--- src/logic/iot_defs.svh ---
// Timing table constants for the integer operation timing model
`ifndef IOT_DEFS_SVH
`define IOT_DEFS_SVH
// Packed as head(8) tail(8) total(8) reads(4) prefetches(4) writes(4)
`define IOT_T_BASIC        36'h00_00_02_0_1_0
`define IOT_T_ALU_MEM      36'h00_03_05_0_1_1
`define IOT_T_HEAD2_REG    36'h02_00_04_0_1_0
`define IOT_T_DEC_MEM      36'h02_02_0c_2_1_1
`define IOT_T_XARITH_MEM   36'h02_02_0a_2_1_1
`define IOT_T_CMP_MEM      36'h01_00_08_2_1_0
`define IOT_T_CLEAR_MEM    36'h00_02_04_0_1_1
`define IOT_T_TAIL2_MEM    36'h00_02_06_0_1_1
`define IOT_T_SCC_MEM      36'h02_02_06_0_1_1
`define IOT_T_HEAD4_REG    36'h04_00_06_0_1_0
`define IOT_T_TSET_MEM     36'h01_00_0a_0_1_1
`define IOT_T_BMOD_IMM_REG 36'h02_00_06_0_2_0
`define IOT_T_BMOD_IMM_MEM 36'h01_02_08_0_2_1
`define IOT_T_BMOD_REG_MEM 36'h02_02_08_0_1_1
`define IOT_T_BCHK_IMM_REG 36'h02_00_04_0_2_0
`define IOT_T_BCHK_IMM_MEM 36'h01_00_04_0_2_0
`define IOT_T_BCHK_REG_MEM 36'h02_00_08_0_1_0
`define IOT_T_COUNTED      36'h00_00_00_0_1_0
// Long variable operand: extra clocks on tail and total, and bus cycles
`define IOT_LONG_ADD       8'h02
`define IOT_LONG_CYCLES    4'h2
`define IOT_MIN_CLOCKS     8'h06
`define IOT_SHIFT_BASE     8'h03
`define IOT_ROTX_IMM_BASE  8'h02
`define IOT_ROTX_IMM_MAX   6'h08
`define IOT_SEQ_WIDTH      16
`endif

--- src/logic/iot_pkg.sv ---
// Types for the integer operation timing model
package iot_pkg;
    typedef enum logic [4:0] {
        OP_MOVE_QUICK, OP_ADD_QUICK, OP_SUBTRACT_QUICK, OP_IMM_ALU,
        OP_DECIMAL_ARITH, OP_EXTEND_ARITH, OP_MEMORY_COMPARE, OP_CLEAR_OPERAND,
        OP_NEGATE_GROUP, OP_SIGN_WIDEN, OP_DECIMAL_NEGATE, OP_SET_COND,
        OP_TEST_AND_SET, OP_OPERAND_TEST, OP_SHIFT_ROTATE, OP_ROTATE_EXTEND,
        OP_BIT_MODIFY, OP_BIT_TEST
    } iot_op_t;

    typedef struct packed {
        logic [7:0] head;
        logic [7:0] tail;
        logic [7:0] total;
        logic [3:0] reads;
        logic [3:0] prefetch;
        logic [3:0] writes;
    } iot_entry_t;

    typedef struct packed {
        iot_op_t    op;
        logic       memDst;
        logic       immSrc;
        logic       isLong;
        logic [5:0] count;
        logic [7:0] immClocks;
        logic [7:0] eaClocks;
    } iot_req_t;

    typedef struct packed {
        logic [7:0] head;
        logic [7:0] tail;
        logic [9:0] total;
        logic [3:0] reads;
        logic [3:0] prefetch;
        logic [3:0] writes;
        logic [7:0] overlap;
    } iot_res_t;
endpackage

--- src/logic/iot_timing.sv ---
// Integer operation clock-count model with tail/head overlap accumulation
// Functional notes
// [RL1] Register quick/immediate forms: 2 clocks, one prefetch
// [RL2] Memory quick/immediate forms: 5 clocks, tail 3
// [RL3] Variable access: one cycle, two for long
// [RL4] Long variable access adds two tail clocks
// [RL5] Immediate forms add immediate fetch time
// [RL6] Bus counts fit inside total clocks
// [RL7] Decimal add/subtract: 4 register, 12 memory
// [RL8] Extend add/subtract: 2 register, 10 memory
// [RL9] Memory compare: 8 clocks, two reads
// [RL10] Clear: 4 memory, 2 register
// [RL11] Test-and-set: 10 memory, 6 register
// [RL12] Set-on-condition: 4 register, 6 memory
// [RL13] Negate groups: decimal 6, others 5 memory
// [RL14] Shift time ignores count except counted forms
// [RL15] Immediate shifts 6 clocks head 4
// [RL16] Register-count shift uses banded formula, minimum 6
// [RL17] Counts up to 6 band 6, 63 gives 22
// [RL18] Rotate-extend register count: max(3+n+even,6)
// [RL19] Rotate-extend immediate count: max(2+n+odd,6), n capped at 8
// [RL20] Bit modify on register: 6 clocks
// [RL21] Bit modify on memory: 8 clocks
// [RL22] Bit test: 4 or 8 clocks
// [RL23] Tail overlaps next head in sequence sum
`timescale 1ns/1ps
`default_nettype none
`include "iot_defs.svh"
module iot_timing #(
    parameter int SEQ_WIDTH = `IOT_SEQ_WIDTH
) (
    input  wire logic             clock,
    input  wire logic             rst,
    input  wire logic             ce,
    input  wire logic             reqValid,
    input  wire iot_pkg::iot_req_t reqInfo,
    input  wire logic             seqClear,
    output logic                  resValid,
    output iot_pkg::iot_res_t     resInfo,
    output logic [SEQ_WIDTH-1:0]  seqClocks
);
    if (SEQ_WIDTH < 10) begin : g_bad_width
        $error("SEQ_WIDTH must hold at least one total clock count");
    end

    function automatic logic [7:0] maxSix(input logic [7:0] v);
        maxSix = (v < `IOT_MIN_CLOCKS) ? `IOT_MIN_CLOCKS : v;
    endfunction

    // Only memory forms reached through an effective address pay its fetch time
    function automatic logic needsEa(input iot_pkg::iot_op_t op);
        needsEa = !(op == iot_pkg::OP_DECIMAL_ARITH || op == iot_pkg::OP_EXTEND_ARITH ||
                    op == iot_pkg::OP_MEMORY_COMPARE);
    endfunction

    logic                  acc;
    iot_pkg::iot_entry_t   tb;
    logic                  varAccess;
    logic [7:0]            counted;
    logic                  useCounted;
    logic [7:0]            nBand;
    logic [7:0]            nRot;
    logic [9:0]            totalCalc;
    logic [7:0]            tailCalc;
    logic [7:0]            ovl;
    logic [7:0]            prevTail;
    logic [SEQ_WIDTH-1:0]  seqBase;
    iot_pkg::iot_res_t     res_nxt;
    logic                  resValid_nxt;
    logic [SEQ_WIDTH-1:0]  seq_nxt;
    logic [7:0]            prevTail_nxt;
    iot_pkg::iot_req_t     lastReq_nxt;
    logic [SEQ_WIDTH-1:0]  seqPrev_nxt;
    logic                  restart_nxt;

    logic                  resValid_r;
    iot_pkg::iot_res_t     res_r;
    logic [SEQ_WIDTH-1:0]  seq_r;
    logic [7:0]            prevTail_r;
    iot_pkg::iot_req_t     lastReq_r;
    logic [SEQ_WIDTH-1:0]  seqPrev_r;
    logic                  restart_r;

    assign acc = reqValid;

    always_comb begin
        tb         = `IOT_T_BASIC;
        varAccess  = 1'b0;
        useCounted = 1'b0;
        nBand      = {4'h0, reqInfo.count[5:2]} + {6'h0, reqInfo.count[1:0]};
        nRot       = {2'h0, (reqInfo.count > `IOT_ROTX_IMM_MAX) ? `IOT_ROTX_IMM_MAX : reqInfo.count};
        counted    = `IOT_MIN_CLOCKS;
        case (reqInfo.op)
            iot_pkg::OP_MOVE_QUICK, iot_pkg::OP_SIGN_WIDEN, iot_pkg::OP_OPERAND_TEST: begin
                tb = `IOT_T_BASIC;
            end
            iot_pkg::OP_ADD_QUICK, iot_pkg::OP_SUBTRACT_QUICK, iot_pkg::OP_IMM_ALU: begin
                tb = reqInfo.memDst ? `IOT_T_ALU_MEM : `IOT_T_BASIC; // [RL1] [RL2]
                varAccess = reqInfo.memDst;
            end
            iot_pkg::OP_DECIMAL_ARITH: begin
                tb = reqInfo.memDst ? `IOT_T_DEC_MEM : `IOT_T_HEAD2_REG; // [RL7]
            end
            iot_pkg::OP_EXTEND_ARITH: begin
                tb = reqInfo.memDst ? `IOT_T_XARITH_MEM : `IOT_T_BASIC; // [RL8]
            end
            iot_pkg::OP_MEMORY_COMPARE: begin
                tb = `IOT_T_CMP_MEM; // [RL9]
            end
            iot_pkg::OP_CLEAR_OPERAND: begin
                tb = reqInfo.memDst ? `IOT_T_CLEAR_MEM : `IOT_T_BASIC; // [RL10]
                varAccess = reqInfo.memDst;
            end
            iot_pkg::OP_NEGATE_GROUP: begin
                tb = reqInfo.memDst ? `IOT_T_ALU_MEM : `IOT_T_BASIC; // [RL13]
                varAccess = reqInfo.memDst;
            end
            iot_pkg::OP_DECIMAL_NEGATE: begin
                tb = reqInfo.memDst ? `IOT_T_TAIL2_MEM : `IOT_T_HEAD2_REG; // [RL13]
            end
            iot_pkg::OP_SET_COND: begin
                tb = reqInfo.memDst ? `IOT_T_SCC_MEM : `IOT_T_HEAD2_REG; // [RL12]
            end
            iot_pkg::OP_TEST_AND_SET: begin
                tb = reqInfo.memDst ? `IOT_T_TSET_MEM : `IOT_T_HEAD4_REG; // [RL11]
            end
            iot_pkg::OP_SHIFT_ROTATE: begin
                // Count only matters for the register-count form [RL14]
                if (reqInfo.memDst) begin
                    tb = `IOT_T_TAIL2_MEM; // [RL15]
                end else if (reqInfo.immSrc) begin
                    tb = `IOT_T_HEAD4_REG; // [RL15]
                end else begin
                    tb = `IOT_T_COUNTED;
                    useCounted = 1'b1;
                    counted = maxSix(`IOT_SHIFT_BASE + nBand + {7'h0, ~nBand[0]}); // [RL16] [RL17]
                end
            end
            iot_pkg::OP_ROTATE_EXTEND: begin
                if (reqInfo.memDst) begin
                    tb = `IOT_T_TAIL2_MEM;
                end else if (reqInfo.immSrc) begin
                    tb = `IOT_T_COUNTED;
                    useCounted = 1'b1;
                    counted = maxSix(`IOT_ROTX_IMM_BASE + nRot + {7'h0, nRot[0]}); // [RL19]
                end else begin
                    tb = `IOT_T_COUNTED;
                    useCounted = 1'b1;
                    counted = maxSix(`IOT_SHIFT_BASE + {2'h0, reqInfo.count} +
                                     {7'h0, ~reqInfo.count[0]}); // [RL18]
                end
            end
            iot_pkg::OP_BIT_MODIFY: begin
                case ({reqInfo.memDst, reqInfo.immSrc})
                    2'h0:    tb = `IOT_T_HEAD4_REG; // [RL20]
                    2'h1:    tb = `IOT_T_BMOD_IMM_REG; // [RL20]
                    2'h2:    tb = `IOT_T_BMOD_REG_MEM; // [RL21]
                    default: tb = `IOT_T_BMOD_IMM_MEM; // [RL21]
                endcase
            end
            iot_pkg::OP_BIT_TEST: begin
                case ({reqInfo.memDst, reqInfo.immSrc})
                    2'h0:    tb = `IOT_T_HEAD2_REG; // [RL22]
                    2'h1:    tb = `IOT_T_BCHK_IMM_REG; // [RL22]
                    2'h2:    tb = `IOT_T_BCHK_REG_MEM; // [RL22]
                    default: tb = `IOT_T_BCHK_IMM_MEM; // [RL22]
                endcase
            end
            default: begin
                tb = `IOT_T_BASIC;
            end
        endcase
        if (useCounted) begin
            tb.head  = counted; // [RL16]
            tb.total = counted;
        end
        tailCalc  = tb.tail;
        totalCalc = {2'h0, tb.total};
        if (varAccess && reqInfo.isLong) begin
            tb.writes = `IOT_LONG_CYCLES; // [RL3]
            tailCalc  = tb.tail + `IOT_LONG_ADD; // [RL4]
            totalCalc = totalCalc + {2'h0, `IOT_LONG_ADD}; // [RL4]
        end
        if (reqInfo.memDst && needsEa(reqInfo.op)) begin
            totalCalc = totalCalc + {2'h0, reqInfo.eaClocks};
        end
        if (reqInfo.immSrc && (reqInfo.op == iot_pkg::OP_IMM_ALU || reqInfo.op == iot_pkg::OP_BIT_MODIFY ||
                               reqInfo.op == iot_pkg::OP_BIT_TEST)) begin
            totalCalc = totalCalc + {2'h0, reqInfo.immClocks}; // [RL5]
        end
    end

    // Overlap never exceeds either side; a cleared sequence starts with none
    always_comb begin
        prevTail = seqClear ? 8'h00 : prevTail_r;
        seqBase  = seqClear ? '0 : seq_r;
        ovl      = (prevTail < tb.head) ? prevTail : tb.head; // [RL23]
        res_nxt          = res_r;
        resValid_nxt     = 1'b0;
        seq_nxt          = seqClear ? '0 : seq_r;
        prevTail_nxt     = seqClear ? 8'h00 : prevTail_r;
        lastReq_nxt      = lastReq_r;
        seqPrev_nxt      = seqPrev_r;
        restart_nxt      = restart_r;
        if (acc) begin
            resValid_nxt     = 1'b1;
            res_nxt.head     = tb.head;
            res_nxt.tail     = tailCalc;
            res_nxt.total    = totalCalc;
            res_nxt.reads    = tb.reads;
            res_nxt.prefetch = tb.prefetch;
            res_nxt.writes   = tb.writes;
            res_nxt.overlap  = ovl;
            seq_nxt          = SEQ_WIDTH'(seqBase + SEQ_WIDTH'(totalCalc) - SEQ_WIDTH'(ovl)); // [RL23]
            prevTail_nxt     = tailCalc;
            lastReq_nxt      = reqInfo;
            seqPrev_nxt      = seqBase;
            restart_nxt      = seqClear;
        end
    end

    always_ff @(posedge clock) begin
        if (rst) begin
            resValid_r <= 1'b0;
            res_r      <= '0;
            seq_r      <= '0;
            prevTail_r <= 8'h00;
            lastReq_r  <= '0;
            seqPrev_r  <= '0;
            restart_r  <= 1'b0;
        end else if (ce) begin
            resValid_r <= resValid_nxt;
            res_r      <= res_nxt;
            seq_r      <= seq_nxt;
            prevTail_r <= prevTail_nxt;
            lastReq_r  <= lastReq_nxt;
            seqPrev_r  <= seqPrev_nxt;
            restart_r  <= restart_nxt;
        end
    end

    assign resValid  = resValid_r;
    assign resInfo   = res_r;
    assign seqClocks = seq_r;

    chk_quick_reg: assert property (@(posedge clock) disable iff (rst) // [RL1]
        resValid_r && lastReq_r.op == iot_pkg::OP_ADD_QUICK && !lastReq_r.memDst
        |-> res_r.total == 10'h002 && res_r.head == 8'h00 && res_r.prefetch == 4'h1 && res_r.writes == 4'h0)
        else $error("register quick form timing wrong");

    chk_mem_tail: assert property (@(posedge clock) disable iff (rst) // [RL2] [RL4]
        resValid_r && lastReq_r.op == iot_pkg::OP_SUBTRACT_QUICK && lastReq_r.memDst
        |-> res_r.head == 8'h00 && res_r.tail == (lastReq_r.isLong ? 8'h05 : 8'h03)
            && res_r.total == 10'h005 + (lastReq_r.isLong ? 10'h002 : 10'h000) + {2'h0, lastReq_r.eaClocks})
        else $error("memory quick form tail or total wrong");

    chk_var_writes: assert property (@(posedge clock) disable iff (rst) // [RL3]
        resValid_r && lastReq_r.memDst && (lastReq_r.op == iot_pkg::OP_CLEAR_OPERAND ||
            lastReq_r.op == iot_pkg::OP_NEGATE_GROUP)
        |-> res_r.writes == (lastReq_r.isLong ? 4'h2 : 4'h1))
        else $error("variable write count wrong");

    chk_bus_fits: assert property (@(posedge clock) disable iff (rst) // [RL6]
        resValid_r |-> {res_r.reads, 1'b0} + {res_r.prefetch, 1'b0} + {res_r.writes, 1'b0} <= res_r.total)
        else $error("bus cycles exceed total clocks");

    chk_dec_mem: assert property (@(posedge clock) disable iff (rst) // [RL7]
        resValid_r && lastReq_r.op == iot_pkg::OP_DECIMAL_ARITH && lastReq_r.memDst
        |-> res_r.total == 10'h00c && res_r.reads == 4'h2 && res_r.tail == 8'h02)
        else $error("decimal memory form timing wrong");

    chk_cmp_mem: assert property (@(posedge clock) disable iff (rst) // [RL9]
        resValid_r && lastReq_r.op == iot_pkg::OP_MEMORY_COMPARE
        |-> res_r.total == 10'h008 && res_r.head == 8'h01 && res_r.reads == 4'h2)
        else $error("memory compare timing wrong");

    chk_shift_band: assert property (@(posedge clock) disable iff (rst) // [RL16] [RL17]
        resValid_r && lastReq_r.op == iot_pkg::OP_SHIFT_ROTATE && !lastReq_r.memDst && !lastReq_r.immSrc
        |-> res_r.head == res_r.total[7:0] && (lastReq_r.count != 6'h3f || res_r.total == 10'h016)
            && (lastReq_r.count > 6'h06 || res_r.total == 10'h006))
        else $error("register-count shift band wrong");

    chk_rotx_even: assert property (@(posedge clock) disable iff (rst) // [RL18] [RL19]
        resValid_r && lastReq_r.op == iot_pkg::OP_ROTATE_EXTEND && !lastReq_r.memDst
        |-> !res_r.total[0] && res_r.total >= 10'h006 && res_r.head == res_r.total[7:0])
        else $error("rotate-with-extend count timing wrong");

    chk_bit_mem: assert property (@(posedge clock) disable iff (rst) // [RL21]
        resValid_r && lastReq_r.op == iot_pkg::OP_BIT_MODIFY && lastReq_r.memDst
        |-> res_r.prefetch == (lastReq_r.immSrc ? 4'h2 : 4'h1) && res_r.writes == 4'h1 && res_r.tail == 8'h02)
        else $error("bit modify memory timing wrong");

    chk_seq_sum: assert property (@(posedge clock) disable iff (rst) // [RL23]
        resValid_r |-> seq_r == SEQ_WIDTH'(seqPrev_r + SEQ_WIDTH'(res_r.total) - SEQ_WIDTH'(res_r.overlap))
            && res_r.overlap <= res_r.head)
        else $error("sequence overlap sum wrong");

    // A restarted sequence carries no earlier tail into its sum
    chk_restart_sum: assert property (@(posedge clock) disable iff (rst) // [RL23]
        resValid_r && restart_r |-> res_r.overlap == 8'h00 && seq_r == SEQ_WIDTH'(res_r.total))
        else $error("restarted sequence sum wrong");

    chk_bit_test: assert property (@(posedge clock) disable iff (rst) // [RL22]
        resValid_r && lastReq_r.op == iot_pkg::OP_BIT_TEST && !lastReq_r.memDst
        |-> res_r.head == 8'h02 && res_r.writes == 4'h0 && res_r.prefetch == (lastReq_r.immSrc ? 4'h2 : 4'h1))
        else $error("bit test register timing wrong");
endmodule
`default_nettype wire

--- config.mk ---
export PLATFORM = sky130hd
export DESIGN_NAME = iot_timing
export DESIGN_NICKNAME = d
export VERILOG_FILES = /design/src/logic/iot_pkg.sv /design/src/logic/iot_timing.sv
export VERILOG_INCLUDE_DIRS = /design/src /design/src/logic
export SDC_FILE = /design/constraint.sdc
export NUM_CORES = 1
export LEC_CHECK = 0
export BUFFER_PORTS_ARGS = -buffer_cell sky130_fd_sc_hd__buf_2
export CORE_ASPECT_RATIO = 0.6
export CORE_MARGIN = 2
export CORE_UTILIZATION = 45
export CTS_BUF_LIST = sky130_fd_sc_hd__clkbuf_8
export CTS_CLUSTER_SIZE = 20
export DETAILED_ROUTE_END_ITERATION = 8
export PLACE_DENSITY = 0.73
export SYNTH_ARGS = -nofsm -noshare
export SYNTH_HDL_FRONTEND = slang
export SYNTH_SLANG_ARGS = --single-unit
--- constraint.sdc ---
create_clock -name clock -period 18.25 [get_ports clock]
set_input_delay 1.825 -clock clock [delete_from_list [all_inputs] [get_ports clock]]
set_output_delay 1.825 -clock clock [all_outputs]
set_load 0.01 [all_outputs]
---- After elaboration in Yosys (flattened, before gate mapping) ----
Index checks and enable logic that the tools add are counted.
operators by class
  mux-type cells .......................... 40
  magnitude comparators ................... 5
  shift operators ......................... 0
  divide/modulo/power cells ............... 0
  add/sub/neg operators ................... 13
  bitwise logic cells ..................... 2
  reductions and logical operators ........ 12
  multiply operators ...................... 0
  equal/unequal tests ..................... 17
operator list
  operator             count
  $pmux 31 s12         1
  $mux 22              5
  $mux 31              3
  $pmux 31 s3          1
  $pmux 30 s3          1
  $mux 8               10
  $mux 30              2
  $mux 16              2
  $eq 5x4->1 const B   6
  $mux 7               3
  $add 10x8->10        2
  $eq 5x3->1 const B   4
  $mux 10              2
  $add 16x10->16       1
  $add 7x1->8          2
  $lt 8x3->1 const B   2
  $pmux 8 s2           1
  $sub 16x8->16        1
  $add 2x6->7 const A  2
  $eq 5x2->1 const B   2
  $eq 5x5->1 const B   2
  $add 8x2->9 const B  1
  $mux 9               1
  $add 8x2->8 const B  1
  21 further kinds     31
storage, ports and cells
  output and inout port bits .............. 63
  bits in read-only memories .............. 0
  memories ................................ 0
  latch bits .............................. 0
  register bits after elaboration ......... 71
  RAM bits ................................ 0

---- Depth between registers and ports, before layout ----
  word-level depth ........................ 19
  gate-level depth with buffers ........... 34
  depth with buffers taken out ............ 34

---- Worst setup path after synthesis ----
Ideal clock, no wire load.
  path type ............................... input port to flip-flop
  start point ............................. input port reqInfo[16] (netlist name)
  end point ............................... register seq_r[14], in the netlist seqClocks[14]
  arrival time ............................ 7832 ps
  data required time ...................... 18133 ps
  stages on the path ...................... 31
  setup time .............................. 117 ps
  path buffers ............................ 0
  path slack .............................. 10301 ps
  cell sequence ........................... and2_1 fa_1 xor2_1 ha_1 xor2_1 a211oi_1 o22a_1 a21oi_1 ha_1 o21a_1 ha_1 a21oi_1 xor2_1 nand2_1 o21a_2 ha_1 o21a_1 o31a_1 o31a_1 o21a_1 o21ai_0 xnor2_1 ha_1 inv_1 ha_1 a21o_1 a21o_1 a21o_1 o41ai_1 nand3_1 a32o_1
between the ends
  word-level cells in the longest chain between the ends .. 19
  elaborated cells between the ends (all ways) .. 35
ends and longest elaborated chain
  what                          RTL line           text
  start, declared               iot_timing.sv:36   input wire iot_pkg::iot_req_t reqInfo,
  $gt 6x4->1 (no source line)   --
  $mux 6                        iot_timing.sv:91   nRot = {2'h0, (reqInfo.count > `IOT_ROTX_IMM_MAX) ? `IOT_ROTX_IMM_MAX : reqInfo.count};
  $add 2x6->7 (no source line)  --
  $add 7x1->8 (no source line)  --
  $lt 8x3->1 (no source line)   --
  $mux 8                        iot_timing.sv:47   maxSix = (v < `IOT_MIN_CLOCKS) ? `IOT_MIN_CLOCKS : v;
  $mux 8                        iot_timing.sv:142  end else if (reqInfo.immSrc) begin
  $mux 8                        iot_timing.sv:140  if (reqInfo.memDst) begin
  [... 3 more ...]              --
  $mux 9                        iot_timing.sv:179  if (varAccess && reqInfo.isLong) begin
  $add 10x8->10                 iot_timing.sv:185  totalCalc = totalCalc + {2'h0, reqInfo.eaClocks};
  $mux 10                       iot_timing.sv:184  if (reqInfo.memDst && needsEa(reqInfo.op)) begin
  $add 10x8->10                 iot_timing.sv:189  totalCalc = totalCalc + {2'h0, reqInfo.immClocks};
  $mux 10                       iot_timing.sv:187  if (reqInfo.immSrc && (reqInfo.op == iot_pkg::OP_IMM_ALU || reqInfo.op == iot_pkg::OP_BIT_MODIFY ||
  $add 16x10->16                iot_timing.sv:214  seq_nxt = SEQ_WIDTH'(seqBase + SEQ_WIDTH'(totalCalc) - SEQ_WIDTH'(ovl));
  $sub 16x8->16 *               iot_timing.sv:214
  $mux 16 *                     iot_timing.sv:205  if (acc) begin
  end signal, assigned          iot_timing.sv:234  seq_r <= seq_nxt;
  end, declared                 iot_timing.sv:78   logic [SEQ_WIDTH-1:0] seq_r;
Mark *: on every way between the ends. The rest lies on a longest branch, timed or not.
A chain may end at the register's enable or synchronous reset.

---- Worst setup path after layout ----
  start point ............................. input port reqInfo[18] (netlist name)
  end point ............................... register seq_r[14], in the netlist seqClocks[14]
Same word-level chain as after synthesis.

==> metrics.cfg <==
[route]
vias = 5000
ant_nets = 0
wl_per_cell_um = 16.8
first_pass_iters = 8
drt-vias-per-instance = 5.68
routed_wl_mm = 14.8
drt-initial-drc-count = 369
drc = 0

[sta]
fin_ws_ns = 9.52
maxSlewHeadroom = 0.364
finalSetupViolCount = 0
fin_skew_ns = 0.0217
worst_slew_pin_slew_ns = 0.952
period_needed_ns = 8.73
holdWs_ns = 0.456
post-route-period-util = 0.478
finalHoldViolations = 0
final_max_slew_viol_count = 0
rsz0062_at_grt = no
setup_tns_ns = 0
max_freq_ghz = 0.115

[yosys]
synth_top_family_by_area = simple AND/OR/NAND/NOR gates
synth_area_mm2 = 0.00519
ys_seq_area_frac = 0.224
synthMuxAreaShare = 0.0268
syn-instance-count = 664
synth-compound-area-share = 0.227
synthSimpleGateAreaFrac = 0.234
postSynthAreaPerCell_um2 = 7.81
synthAdderAreaFrac = 0.168
synth-xor-area-share = 0.0439
synth.distinct_cells = 68
synth_warnings = 0
ys_async_sr_fraction = 0
synth_edf_count = 0
ys.flop_type = dfxtp_1
synth_seq_cells = 58

[global_route]
grt_max_degree = 49
grt_busiest_layer = met1
grt_antenna_before_repair = 0
grt_use_total = 0.244
grt_util_met1 = 0.375
met2_usage = 0.348
grt_use_met3 = 0.0495
overflow = 0
grt_pass1_wl_mm = 23.9
grt_pass1_vias = 4626

[cts]
tritoncts = built
clkLatencyLatePin_ns = 0.36
postCtsResizedCells = 0
cts.clk_slew.worst_paths_ns = 0.07
cts.htree.levels = 3
clockBufferDepth = 2
cts_setup_buffers = 0
holdBufCountCts = 0
clockRootBuffer = clkbuf_8
clock-sinks = 58
numCtsBuffers = 9

[worst_setup_path]
r2r_cells = 16
reg2reg_from = prevTail_r[5]
critical_path.max_stage_delay_ns = 0.57
rr_endpoint = seqClocks[14]
r2r_slack_ns = 13.31
end_kind = flip-flop
cp.required_ns = 18.49
cp_slowest_cell = fa_1
start_kind = input pin
critPathMaxFanout = 7
cp_common_cell = ha_1
critPathArrivalTime_ns = 8.97
crit_type = in2reg

[floorplan]
start_util = 0.461
chipWidth_um = 143
dieArea_mm2 = 0.0124
num_rows = 30
io_pins = 98
core_area_mm2 = 0.0113
die_height_um = 87.2

[run]
drv_cap = 0

[worst_hold_path]
min_to = prevTail_r[4]
worstHoldPathType = reg2reg
hold_depth = 1
min_from = prevTail_r[4]

[cells_and_area]
seq_area_mm2 = 0.00116
fill_cells = 1108
multiInputGateArea_mm2 = 0.00369
stdcell_count = 881
final_nets = 830
layout_commonest_cell = buf_2
layout_common_cells = 84 x buf_2, 66 x nand2_1, 58 x dfxtp_1, 55 x a21oi_1, 52 x ha_1
diodes = 0
layout-drive-gt1-share = 0.168
syn_to_final_growth_pct = 12.4

[power_and_ir_drop]
clkPwrFrac = 0.274
switching_share = 0.377
p_sw_w = 0.000174
comb_power_share = 0.416
p_seq_frac = 0.310
intPower_w = 0.000286
leakage_nw = 2.70
ir_drop_v = 0.0000508
powerDensity_mw_per_mm2 = 78.9
p_total_w = 0.000460

[place]
numPlacedInstances = 865
pre_cts_ws_ns = 9.28
gp_congestion = 0.954
portBuffers = 84
dpl.hpwl_mm = 11.6

[run_status]
status = finished, final reports clean

[state kept, by name, indices dropped and copies added, names as in the netlist]
signal      count
resInfo        33
seqClocks      16
prevTail_r      8
resValid        1
[power groups by stage]
| stage | registers, W | logic [W] | clock network [W] |
|---|---|---|---|
| 2_1_floorplan | 0.000148 | 0.000139 | 0 |
| 5_1_grt | 0.000143 | 0.000214 | 0.000134 |
| 3_3_place_gp | 0.000145 | 0.000182 | 0 |
| 3_5_place_dp | 0.000145 | 0.000187 | 0 |
| 6_report | 0.000142 | 0.000191 | 0.000126 |
| 4_1_cts | 0.000142 | 0.000189 | 0.000128 |
[cell usage after synthesis (5+ instances only)]
library cell | count | share of area
a211o_1 | 5 | 0.0084
a211oi_1 | 15 | 0.022
a21o_1 | 14 | 0.020
a21oi_1 | 55 | 0.053
a22oi_1 | 5 | 0.0072
a31oi_1 | 5 | 0.0060
and2_1 | 11 | 0.013
and3_1 | 5 | 0.0060
buf_2 | 8 | 0.0077
buf_4 | 16 | 0.023
clkbuf_1 | 18 | 0.013
dfxtp_1 | 58 | 0.22
fa_1 | 11 | 0.042
ha_1 | 52 | 0.13
inv_1 | 41 | 0.030
mux2i_1 | 9 | 0.017
nand2_1 | 66 | 0.048
nand2b_1 | 15 | 0.018
nand3_1 | 11 | 0.011
nand3b_1 | 10 | 0.014
nor2_1 | 47 | 0.034
nor2b_1 | 22 | 0.027
nor3_1 | 18 | 0.017
o21a_1 | 10 | 0.014
o21ai_0 | 31 | 0.030
xnor2_1 | 11 | 0.019
xor2_1 | 15 | 0.025
[layout make-up]
cell class,instances,area share
Clock buffer,11,0.0260
Clock inverter,5,0.00901
Inverter,42,0.0270
Multi-Input combinational cell,534,0.632
Sequential cell,58,0.199
Tap cell,144,0.0309
Timing Repair Buffer,87,0.0759
[critical path, delay by kind of cell]
family	cells	cell delay, ns
XOR/XNOR	4	0.79
AND/OR/NAND/NOR	4	0.48
buffers and inverters	2	0.18
adder cells (fa/ha/maj)	7	2.30
AO/OA/AOI/OAI	15	3.38
[metal layers]
layer | routed length [µm] | up-vias | share of wire
li1 | - | 2455 | -
met1 | 7670 | 2336 | 0.52
met2 | 5880 | 193 | 0.40
met3 | 1090 | 16 | 0.073
met4 | 164 | 0 | 0.011
met5 | 0 | - | 0
[logic make-up after synthesis]
kind of cell	Yosys count
AND/OR/NAND/NOR	237
AO/OA/AOI/OAI	180
buffers and inverters	86
adder cells (fa/ha/maj)	63
flip-flops	58
XOR/XNOR	26
multiplexers	13
other	1
[stage by stage]
| stage | area (µm²) | util |
|---|---|---|
| after floorplan | 5240 | - |
| after global placement | 5630 | 0.500 |
| after detailed placement | 5630 | 0.500 |
| after CTS | 5830 | 0.518 |
| after global routing | 5830 | 0.518 |
| final | 5830 | 0.518 |
[how the worst max path moves through the flow]
stage	start	cells after the start	to	slack, ns
4_1_cts	reqInfo[18]	32	seqClocks[14]	9.63
3_3_place_gp	reqInfo[16]	32	seqClocks[14]	9.59
5_1_grt	reqInfo[17]	33	seqClocks[14]	9.14
2_1_floorplan	reqInfo[16]	31	seqClocks[14]	10.30
6_report	reqInfo[18]	32	seqClocks[14]	9.52
3_5_place_dp	reqInfo[17]	33	seqClocks[14]	9.28
Note: power is estimated with default switching activity, not from simulation.
